<file path="src/common/csdo_map.svh">
// Purpose: offsets, field positions, reset values and timing counts for the clock select block
// Assumes: APB with 32-bit data, one register per aligned word
// Notes:   definitions only
`ifndef CSDO_MAP_SVH
`define CSDO_MAP_SVH

// ----------------------------------------
// register byte offsets
// ----------------------------------------
`define CSDO_OFF_CTRL      8'h00
`define CSDO_OFF_STATUS    8'h04
`define CSDO_OFF_INT_STAT  8'h08
`define CSDO_OFF_INT_MASK  8'h0C

// ----------------------------------------
// field positions
// ----------------------------------------
`define CSDO_CTRL_IDX_LSB  0
`define CSDO_CTRL_IDX_MSB  1
`define CSDO_ST_EXT        0
`define CSDO_ST_OPEN_A     1
`define CSDO_ST_OPEN_B     2
`define CSDO_ST_DIAG       3
`define CSDO_EV_EXT_ON     0
`define CSDO_EV_EXT_LOST   1
`define CSDO_EV_DIAG       2
`define CSDO_EV_OPEN       3
`define CSDO_NUM_EV        4

// ----------------------------------------
// reset values
// ----------------------------------------
`define CSDO_RST_MASK      4'h0
`define CSDO_RST_IDX       2'h0

// ----------------------------------------
// timing
// ----------------------------------------
`define CSDO_PCLK_HZ       100000000
`define CSDO_OSC_HZ        12000000
`define CSDO_OSC_DIV       (`CSDO_PCLK_HZ / `CSDO_OSC_HZ)
`define CSDO_LOSS_TICKS    32
`define CSDO_DIV_W         4
`define CSDO_LOSS_W        6

`endif

</file>
<file path="src/common/csdo_pkg.sv">
// Purpose: types shared by the clock select block
// Assumes: csdo_map.svh holds every number
// Notes:   none
package csdo_pkg;

   // clock source state, one-hot
   typedef enum logic [1:0] {
      CSDO_SRC_INT = 2'b01,
      CSDO_SRC_EXT = 2'b10
   } csdo_src_t;

   // signal routed to the position marker output
   typedef enum logic [1:0] {
      CSDO_IDX_ZERO = 2'h0,
      CSDO_IDX_STEP = 2'h1,
      CSDO_IDX_EXT  = 2'h2,
      CSDO_IDX_OSC  = 2'h3
   } csdo_idx_t;

endpackage

</file>
<file path="src/design/csdo_top.sv">
// Purpose: clock source selection, fault and position marker outputs, open-coil flags
// Assumes: pclk 100 MHz; internal oscillator modelled as an enable divided from pclk
// Notes:   the selected timebase leaves as a one-cycle enable, clk_tick
//          limitation: the oscillator divides pclk by 8, so it runs at 12.5 MHz
//
// Local design decisions: the APB register port and the register addresses.
`include "csdo_map.svh"
`timescale 1ns/1ps
`default_nettype none

module csdo_top
   import csdo_pkg::*;
(
   input  wire logic        pclk,
   input  wire logic        presetn,
   input  wire logic        psel,
   input  wire logic        penable,
   input  wire logic        pwrite,
   input  wire logic [7:0]  paddr,
   input  wire logic [31:0] pwdata,
   output logic      [31:0] prdata,
   output logic             pready,
   output logic             pslverr,
   input  wire logic        ext_clk_pin,
   input  wire logic        coil_a_short_of_current,
   input  wire logic        coil_b_short_of_current,
   input  wire logic        drv_not_normal,
   input  wire logic        mscnt_zero,
   input  wire logic        step_pulse,
   input  wire logic [1:0]  otp_index_sel,
   output logic             clk_tick,
   output logic             clk_ext_sel,
   output logic             diag_out,
   output logic             index_out,
   output logic             open_coil_a,
   output logic             open_coil_b,
   output logic             irq
);

   // ----------------------------------------
   // pin synchroniser
   // ----------------------------------------
   logic ext_s1_reg;
   logic ext_s2_reg;
   logic ext_s3_reg;

   always_ff @(posedge pclk or negedge presetn) begin
      if (!presetn) begin
         ext_s1_reg <= 1'b0;
         ext_s2_reg <= 1'b0;
         ext_s3_reg <= 1'b0;
      end else begin
         ext_s1_reg <= ext_clk_pin;
         ext_s2_reg <= ext_s1_reg;
         ext_s3_reg <= ext_s2_reg;
      end
   end

   // the third stage serves only edge detection; all other logic reads the second
   logic ext_rise;
   assign ext_rise = ext_s2_reg & ~ext_s3_reg;

   // ----------------------------------------
   // clock source selection
   // ----------------------------------------
   logic [`CSDO_DIV_W-1:0]  div_reg,  div_next;
   logic [`CSDO_LOSS_W-1:0] loss_reg, loss_next;
   csdo_src_t               src_reg,  src_next;
   logic                    lost_reg, lost_next;
   logic                    osc_tick;
   logic                    ev_ext_on;
   logic                    ev_ext_lost;

   assign osc_tick = (div_reg == `CSDO_DIV_W'(`CSDO_OSC_DIV - 1));

   always_comb begin
      div_next    = osc_tick ? '0 : div_reg + `CSDO_DIV_W'(1);
      loss_next   = loss_reg;
      src_next    = src_reg;
      lost_next   = lost_reg;
      ev_ext_on   = 1'b0;
      ev_ext_lost = 1'b0;
      unique case (src_reg)
         CSDO_SRC_INT: begin
            loss_next = '0;
            // a pin left high after a loss must toggle again before reselection
            if ((ext_s2_reg && !lost_reg) || ext_rise) begin
               src_next  = CSDO_SRC_EXT;
               lost_next = 1'b0;
               ev_ext_on = 1'b1;
            end
         end
         CSDO_SRC_EXT: begin
            if (ext_rise)
               loss_next = '0;
            else if (osc_tick)
               loss_next = loss_reg + `CSDO_LOSS_W'(1);
            if (osc_tick && !ext_rise && loss_reg == `CSDO_LOSS_W'(`CSDO_LOSS_TICKS - 1)) begin
               src_next    = CSDO_SRC_INT;
               lost_next   = 1'b1;
               ev_ext_lost = 1'b1;
            end
         end
         // an upset state code falls back to the always-running oscillator
         default: src_next = CSDO_SRC_INT;
      endcase
   end

   always_ff @(posedge pclk or negedge presetn) begin
      if (!presetn) begin
         div_reg  <= '0;
         loss_reg <= '0;
         src_reg  <= CSDO_SRC_INT;
         lost_reg <= 1'b0;
      end else begin
         div_reg  <= div_next;
         loss_reg <= loss_next;
         src_reg  <= src_next;
         lost_reg <= lost_next;
      end
   end

   // one source per cycle, chosen by the registered state: no partial ticks at a switch
   logic tick_reg, tick_next;
   always_comb begin
      tick_next = (src_reg == CSDO_SRC_EXT) ? ext_rise : osc_tick;
   end

   // ----------------------------------------
   // diagnostic outputs
   // ----------------------------------------
   csdo_idx_t idx_sel_reg, idx_sel_next;
   logic      otp_done_reg;
   logic      diag_reg,  diag_next;
   logic      oa_reg,    oa_next;
   logic      ob_reg,    ob_next;
   logic      index_reg, index_next;
   logic      step_tgl_reg, step_tgl_next;

   always_comb begin
      diag_next     = drv_not_normal;
      oa_next       = coil_a_short_of_current;
      ob_next       = coil_b_short_of_current;
      step_tgl_next = step_tgl_reg ^ step_pulse;
      unique case (idx_sel_reg)
         CSDO_IDX_ZERO: index_next = mscnt_zero;
         CSDO_IDX_STEP: index_next = step_tgl_next;
         CSDO_IDX_EXT:  index_next = (src_reg == CSDO_SRC_EXT);
         CSDO_IDX_OSC:  index_next = tick_next;
      endcase
   end

   // flags follow their inputs one cycle late; no driver logic reads them back
   always_ff @(posedge pclk or negedge presetn) begin
      if (!presetn) begin
         tick_reg     <= 1'b0;
         diag_reg     <= 1'b0;
         oa_reg       <= 1'b0;
         ob_reg       <= 1'b0;
         index_reg    <= 1'b0;
         step_tgl_reg <= 1'b0;
      end else begin
         tick_reg     <= tick_next;
         diag_reg     <= diag_next;
         oa_reg       <= oa_next;
         ob_reg       <= ob_next;
         index_reg    <= index_next;
         step_tgl_reg <= step_tgl_next;
      end
   end

   // ----------------------------------------
   // APB slave and interrupts
   // ----------------------------------------
   logic                   ready_reg, ready_next;
   logic                   err_reg,   err_next;
   logic [31:0]            rdata_reg, rdata_next;
   logic [`CSDO_NUM_EV-1:0] ist_reg,  ist_next;
   logic [`CSDO_NUM_EV-1:0] imask_reg, imask_next;
   logic [`CSDO_NUM_EV-1:0] ev;
   logic                   irq_reg,   irq_next;
   logic                   wr_done;
   logic                   mapped;
   logic [3:0]             status;

   assign status = {diag_reg, ob_reg, oa_reg, src_reg == CSDO_SRC_EXT};
   // unmapped offsets answer with an error and change nothing
   assign mapped = (paddr == `CSDO_OFF_CTRL) || (paddr == `CSDO_OFF_STATUS) ||
                   (paddr == `CSDO_OFF_INT_STAT) || (paddr == `CSDO_OFF_INT_MASK);
   assign wr_done = psel && penable && ready_reg && pwrite && mapped;

   // open-coil event fires for either coil; the flags themselves stay live
   always_comb begin
      ev = '0;
      ev[`CSDO_EV_EXT_ON]   = ev_ext_on;
      ev[`CSDO_EV_EXT_LOST] = ev_ext_lost;
      ev[`CSDO_EV_DIAG]     = diag_next & ~diag_reg;
      ev[`CSDO_EV_OPEN]     = (oa_next & ~oa_reg) | (ob_next & ~ob_reg);
   end

   // bus response: one wait state, then a single-cycle ready pulse
   always_comb begin
      ready_next = psel && penable && !ready_reg;
      err_next   = ready_next && !mapped;
      rdata_next = '0;
      if (ready_next && !pwrite) begin
         unique case (paddr)
            `CSDO_OFF_CTRL:     rdata_next[`CSDO_CTRL_IDX_MSB:`CSDO_CTRL_IDX_LSB] = idx_sel_reg;
            `CSDO_OFF_STATUS:   rdata_next[3:0] = status;
            `CSDO_OFF_INT_STAT: rdata_next[`CSDO_NUM_EV-1:0] = ist_reg;
            `CSDO_OFF_INT_MASK: rdata_next[`CSDO_NUM_EV-1:0] = imask_reg;
            default:            rdata_next = '0;
         endcase
      end
   end

   always_ff @(posedge pclk or negedge presetn) begin
      if (!presetn) begin
         ready_reg <= 1'b0;
         err_reg   <= 1'b0;
         rdata_reg <= '0;
      end else begin
         ready_reg <= ready_next;
         err_reg   <= err_next;
         rdata_reg <= rdata_next;
      end
   end

   // configuration: marker selection takes the programmed value once after reset
   always_comb begin
      idx_sel_next = idx_sel_reg;
      imask_next   = imask_reg;
      if (!otp_done_reg)
         idx_sel_next = csdo_idx_t'(otp_index_sel);
      if (wr_done && paddr == `CSDO_OFF_CTRL)
         idx_sel_next = csdo_idx_t'(pwdata[`CSDO_CTRL_IDX_MSB:`CSDO_CTRL_IDX_LSB]);
      if (wr_done && paddr == `CSDO_OFF_INT_MASK)
         imask_next = pwdata[`CSDO_NUM_EV-1:0];
   end

   always_ff @(posedge pclk or negedge presetn) begin
      if (!presetn) begin
         idx_sel_reg  <= csdo_idx_t'(`CSDO_RST_IDX);
         otp_done_reg <= 1'b0;
         imask_reg    <= `CSDO_RST_MASK;
      end else begin
         idx_sel_reg  <= idx_sel_next;
         otp_done_reg <= 1'b1;
         imask_reg    <= imask_next;
      end
   end

   // interrupt status: a new event outranks a clear in the same cycle
   always_comb begin
      ist_next = ist_reg;
      if (wr_done && paddr == `CSDO_OFF_INT_STAT)
         ist_next = ist_reg & ~pwdata[`CSDO_NUM_EV-1:0];
      ist_next = ist_next | ev;
      irq_next = |(ist_next & imask_next);
   end

   always_ff @(posedge pclk or negedge presetn) begin
      if (!presetn) begin
         ist_reg <= '0;
         irq_reg <= 1'b0;
      end else begin
         ist_reg <= ist_next;
         irq_reg <= irq_next;
      end
   end

   // ----------------------------------------
   // outputs
   // ----------------------------------------
   assign prdata      = rdata_reg;
   assign pready      = ready_reg;
   assign pslverr     = err_reg;
   assign clk_tick    = tick_reg;
   assign clk_ext_sel = src_reg[1];
   assign diag_out    = diag_reg;
   assign index_out   = index_reg;
   assign open_coil_a = oa_reg;
   assign open_coil_b = ob_reg;
   assign irq         = irq_reg;

endmodule // csdo_top

`default_nettype wire

</file>
<file path="config.mk">
export PLATFORM = sky130hd
export DESIGN_NAME = csdo_top
export DESIGN_NICKNAME = d
export VERILOG_FILES = /design/src/common/csdo_pkg.sv /design/src/design/csdo_top.sv
export VERILOG_INCLUDE_DIRS = /design/src /design/src/common
export SDC_FILE = /design/constraint.sdc
export NUM_CORES = 1
export LEC_CHECK = 0
export BUFFER_PORTS_ARGS = -buffer_cell sky130_fd_sc_hd__buf_2
export CAP_MARGIN = 0
export CELL_PAD_IN_SITES_DETAIL_PLACEMENT = 0
export CELL_PAD_IN_SITES_GLOBAL_PLACEMENT = 1
export CORE_MARGIN = 2
export CORE_UTILIZATION = 37
export DETAILED_ROUTE_END_ITERATION = 8
export GPL_TIMING_DRIVEN = 0
export PLACE_DENSITY_LB_ADDON = 0.1
export SYNTH_ARGS = -nofsm -noshare
export SYNTH_HDL_FRONTEND = slang
export SYNTH_SLANG_ARGS = --single-unit
</file>
<file path="constraint.sdc">
create_clock -name pclk -period 3.4 [get_ports pclk]
set_input_delay 0.68 -clock pclk [delete_from_list [all_inputs] [get_ports pclk]]
set_output_delay 0.68 -clock pclk [all_outputs]
set_load 0.1 [all_outputs]
</file>
# Word level (Yosys, flattened, before mapping)
# Index checks and enable logic that the tools add are counted.
# word_totals
regBits	68
in_bits	53
output_inout_bits	41
word_cells	103
# classes
add_sub_neg	2
eq_ne	14
n_mux	23
n_bitwise	14
reduce_logical	29
# op_table
op	n
$eq 8x4->1 const B	2
$mux 4	4
$logic_and 1x1->1	13
$mux 6	2
$pmux 6 s2	1
$and 4x4->4	2
$eq 8x3->1 const B	1
$logic_not 8->1	1
$mux 2	4
$pmux 2 s4	1
$mux 1	7
$add 6x1->6 const B	1
$eq 2x2->1 const B	3
$eq 6x5->1 const B	1
$pmux 2 s3	1
$logic_not 1->1	5
$add 4x1->4 const B	1
$and 1x1->1	4
$eq 2x1->1 const B	2
$eq 4x3->1 const B	1
$logic_or 1x1->1	4
$ne 2x1->1 const B	2
$not 1->1	4
$not 4->4	1
other kinds (13)	14

# Logic depth before layout (Yosys ltp)
# logic_depth
ltp_word	10
mapped_depth	8
depth_no_buf	7

# Worst setup path after synthesis
# No wires, ideal clock.
# synth_timing
kind	register -> register
startpoint	register src_reg[1]
endpoint	register loss_reg[4]
arrival_time_ns	2.059
path_slack_ns	1.263
path_stages_with_launch	7
n_path_buf	1
path_cell_list	dfrtp_1 -> ha_1 -> buf_2 -> nor2_1 -> a31o_1 -> or3_1 -> a21oi_1
# synth_via
elab_chain_cells	3
# synth_rtl
element	line	source
start, declared	csdo_top.sv:68	csdo_src_t src_reg, src_next;
start signal, assigned	csdo_top.sv:118	src_reg <= src_next;
$eq 2x2->1 / $eq 2x1->1 (equally long branches)	csdo_top.sv:83	unique case (src_reg)
$ne 3x3->1 (no line) / $reduce_bool 2->1 (equally long branches)	--	
$reduce_and 2->1 (no line)	--	
end signal, assigned	csdo_top.sv:117	loss_reg <= loss_next;
end, declared	csdo_top.sv:67	logic [`CSDO_LOSS_W-1:0] loss_reg, loss_next;
# Several ways; a longest one is shown, not always the timed one.
# A chain may end at the register's enable or synchronous reset.

# Final worst setup path
# layout_timing
startpoint	register oa_reg (netlist: open_coil_a)
endpoint	output port open_coil_a
# layout_rtl
element	line	source
start, declared	csdo_top.sv:135	logic oa_reg, oa_next;
start signal, assigned	csdo_top.sv:165	oa_reg <= oa_next;
end, declared	csdo_top.sv:35	output logic open_coil_a,
# No word-level cell between the ends.

==> results by group <==
Outcome
  • Outcome: completed

Worst setup path
  • CP Launch Type: flop
  • Setup crit end kind: output port
  • Critical Path, Cell by Cell: buf_2
  • CP arrival: 1150 ps
  • Crit-path max FO: 3
  • Critical path buffer and inverter count: 1
  • Flop-to-flop setup slack: 1690 ps
  • Crit path max-delay family: buffers and inverters
  • CP max stage delay: 450 ps
  • Critical Path RT: 2720 ps
  • Critical Path Slowest Stage Cell: buf_2
  • CP Class: flop to output port

Synth
  • Most common cell in the netlist: dfrtp_1
  • Avg Inst Size Synth: 11.26 µm²
  • Post-synth top area cell: dfrtp_1
  • Most used DFF post-synth: dfrtp_1
  • Register bit total from synthesis: 40
  • Syn Inst Count: 179
  • YS warnings: 0
  • Commonest cells post-synth: dfrtp_1 (39), buf_4 (28), nor2_1 (11)
  • Sequential area share after synthesis: 0.4972
  • Largest cells by area after synthesis: dfrtp_1 (48%), buf_4 (10%), mux2_2 (3.4%)
  • Synth cell types: 45
  • FFs w/ async S/R, synth: 1.000
  • Number of synthesized flops with an enable pin: 0
  • Synth top area share: 0.4842
  • Area of the mapped netlist: 2016 µm²

Route
  • DRT iter0 DRCs: 56
  • Pre-antenna DRT Iters: 4
  • Via Count: 1,365
  • Remaining DRCs: 0
  • Post-DRT Antenna Nets: 0
  • Vias/cell: 4.266
  • WL/cell: 11.28 µm
  • Final wirelength: 3611 µm

Layout
  • Max FFs per register: 6
  • Final core utilization: 0.4819
  • Share of layout cells above drive strength 1: 0.3640
  • Synthesis-to-layout area growth: 23.65%
  • Register Area: 1002 µm²
  • Fillers: 486
  • NumNets Final: 306
  • Antenna diodes: 0
  • Final instance area: 2492 µm²
  • Multi-input logic area: 868.3 µm²

Floorplanning
  • Area of the die: 6054 µm²
  • Starting density of the core: 0.3897
  • Core Rows: 26
  • I/O pins: 94
  • Core ar.: 5172 µm²
  • Height of the chip: 77.81 µm
  • Chip Width: 77.81 µm

Place
  • Port Buffers: 36
  • Placed Area: 2385 µm²
  • Gp weighted congestion: 0.7459
  • DP Wirelength: 2790 µm
  • Post-Place Worst Slack: 1412 ps

Pwr
  • Switching power share of the total: 0.3902
  • P_sw: 0.5477 mW
  • Clock power frac: 0.273
  • Pwr dens: 563.2 nW/µm²
  • VDD IR max: 0.4609 mV
  • Leak pwr: 1.311 nW
  • Gate power share: 0.344
  • Total power: 1.404 mW
  • Register share of total power: 0.383
  • Internal power: 0.8559 mW

Timing
  • Worst slew pin tran: 859.2 ps
  • PnR worst setup slack: 1570 ps
  • Total negative slack: 0 ps
  • Layout Skew: 6.162 ps
  • Final min period: 1830 ps
  • RSZ-0062 raised after global routing: false
  • Slew HR: 0.4272
  • Maximum clock rate: 0.5464 GHz
  • Max-slew violations: 0
  • Setup violation total in the final timing report: 0
  • Final worst-path cycle share: 0.5383
  • Hold Violations, Final: 0

Clocking
  • CTS buffer count: 5
  • Htree depth: 2
  • # hold bufs at CTS: 0
  • Clk sink count: 40
  • CTS tree: done
  • Clk_lat worst skew: 290 ps
  • CTS clk-pin slew, worst paths: 80 ps
  • Clk buf depth: 2
  • Clk root buf: clkbuf_8
  • Post-CTS Resized: 0
  • Post-CTS Setup Bufs: 0

GRT
  • Initial antenna violation count: 0
  • Vias in the first global route: 1,283
  • GRT Resource Usage Total: 0.1301
  • First-pass GRT wire length: 6085 µm
  • Grt ovf: 0
  • Largest net degree at the start of global routing: 41

Hold path
  • Hold Crit Class: flop to flop

Flow run
  • Max_cap viols: 0
[worst paths after layout]
path | end | cells after the start | from
hold / removal | ext_s2_reg$_DFF_PN0_ | 0 | ext_s1_reg$_DFF_PN0_
hold reg to reg | ext_s2_reg$_DFF_PN0_ | 0 | ext_s1_reg$_DFF_PN0_
setup reg to reg | lost_reg$_DFFE_PN0P_ | 6 | loss_reg[0]$_DFFE_PN0P_
max in group asynchronous | imask_reg[1]$_DFF_PN0_ | 1 | presetn
min in group asynchronous | clk_tick$_DFF_PN0_ | 1 | presetn
setup / recovery | open_coil_a | 1 | open_coil_a$_DFF_PN0_
[power groups by stage]
stage / logic, mW / clock network [mW] / registers (mW)
after floorplan: 0.306 / 0 / 0.642
after global routing: 0.518 / 0.417 / 0.545
after detailed placement: 0.483 / 0 / 0.548
after global placement: 0.482 / 0 / 0.548
after CTS: 0.484 / 0.392 / 0.538
final: 0.483 / 0.383 / 0.538
[logic make-up after synthesis]
logic type / share of synthesized area
AO/OA/AOI/OAI: 0.09808
XOR/XNOR: 0.01738
adder cells (fa/ha/maj): 0.02483
buffers and inverters: 0.1223
flip-flops: 0.4972
multiplexers: 0.08255
other: 0.003726
AND/OR/NAND/NOR: 0.1539
[metrics by stage]
stage | hold WS [ps] | std cells
6_report | 348.7 | 320
5_1_grt | 355.9 | 320
4_1_cts | 358.6 | 320
3_5_place_dp | 340.9 | 312
3_3_place_gp | 335.1 | 312
2_1_floorplan | 331.2 | 206
[layout by cell type, fill, tap and decap left out, types with 5 or more instances in the layout]
cell type	instances
buf_4	28
clkbuf_8	5
conb_1	29
a21oi_1	5
nand3_1	5
inv_1	7
buf_2	38
and2_1	5
nor2_1	11
dfrtp_1	39
mux2_2	6
[layout make-up]
| cell class | count | share of cell area |
|---|---|---|
| buffer | 30 | 0.08835 |
| clock buffer | 6 | 0.02912 |
| clock inverter | 2 | 0.01406 |
| inverter | 7 | 0.01054 |
| multi-input combinational | 129 | 0.3484 |
| sequential | 40 | 0.4021 |
| tap | 70 | 0.03514 |
| timing repair buffer | 36 | 0.07229 |
[per-layer routing]
metal  global-route usage  up-vias  wire length (µm)
met1               0.1830      609              1773
met2               0.1836       50              1494
met4              0.05357        0                61
met3              0.04186        8               281
met5                    0        -                 0
li1                     -      698                 -
Power figures use the tool's default switching activity.
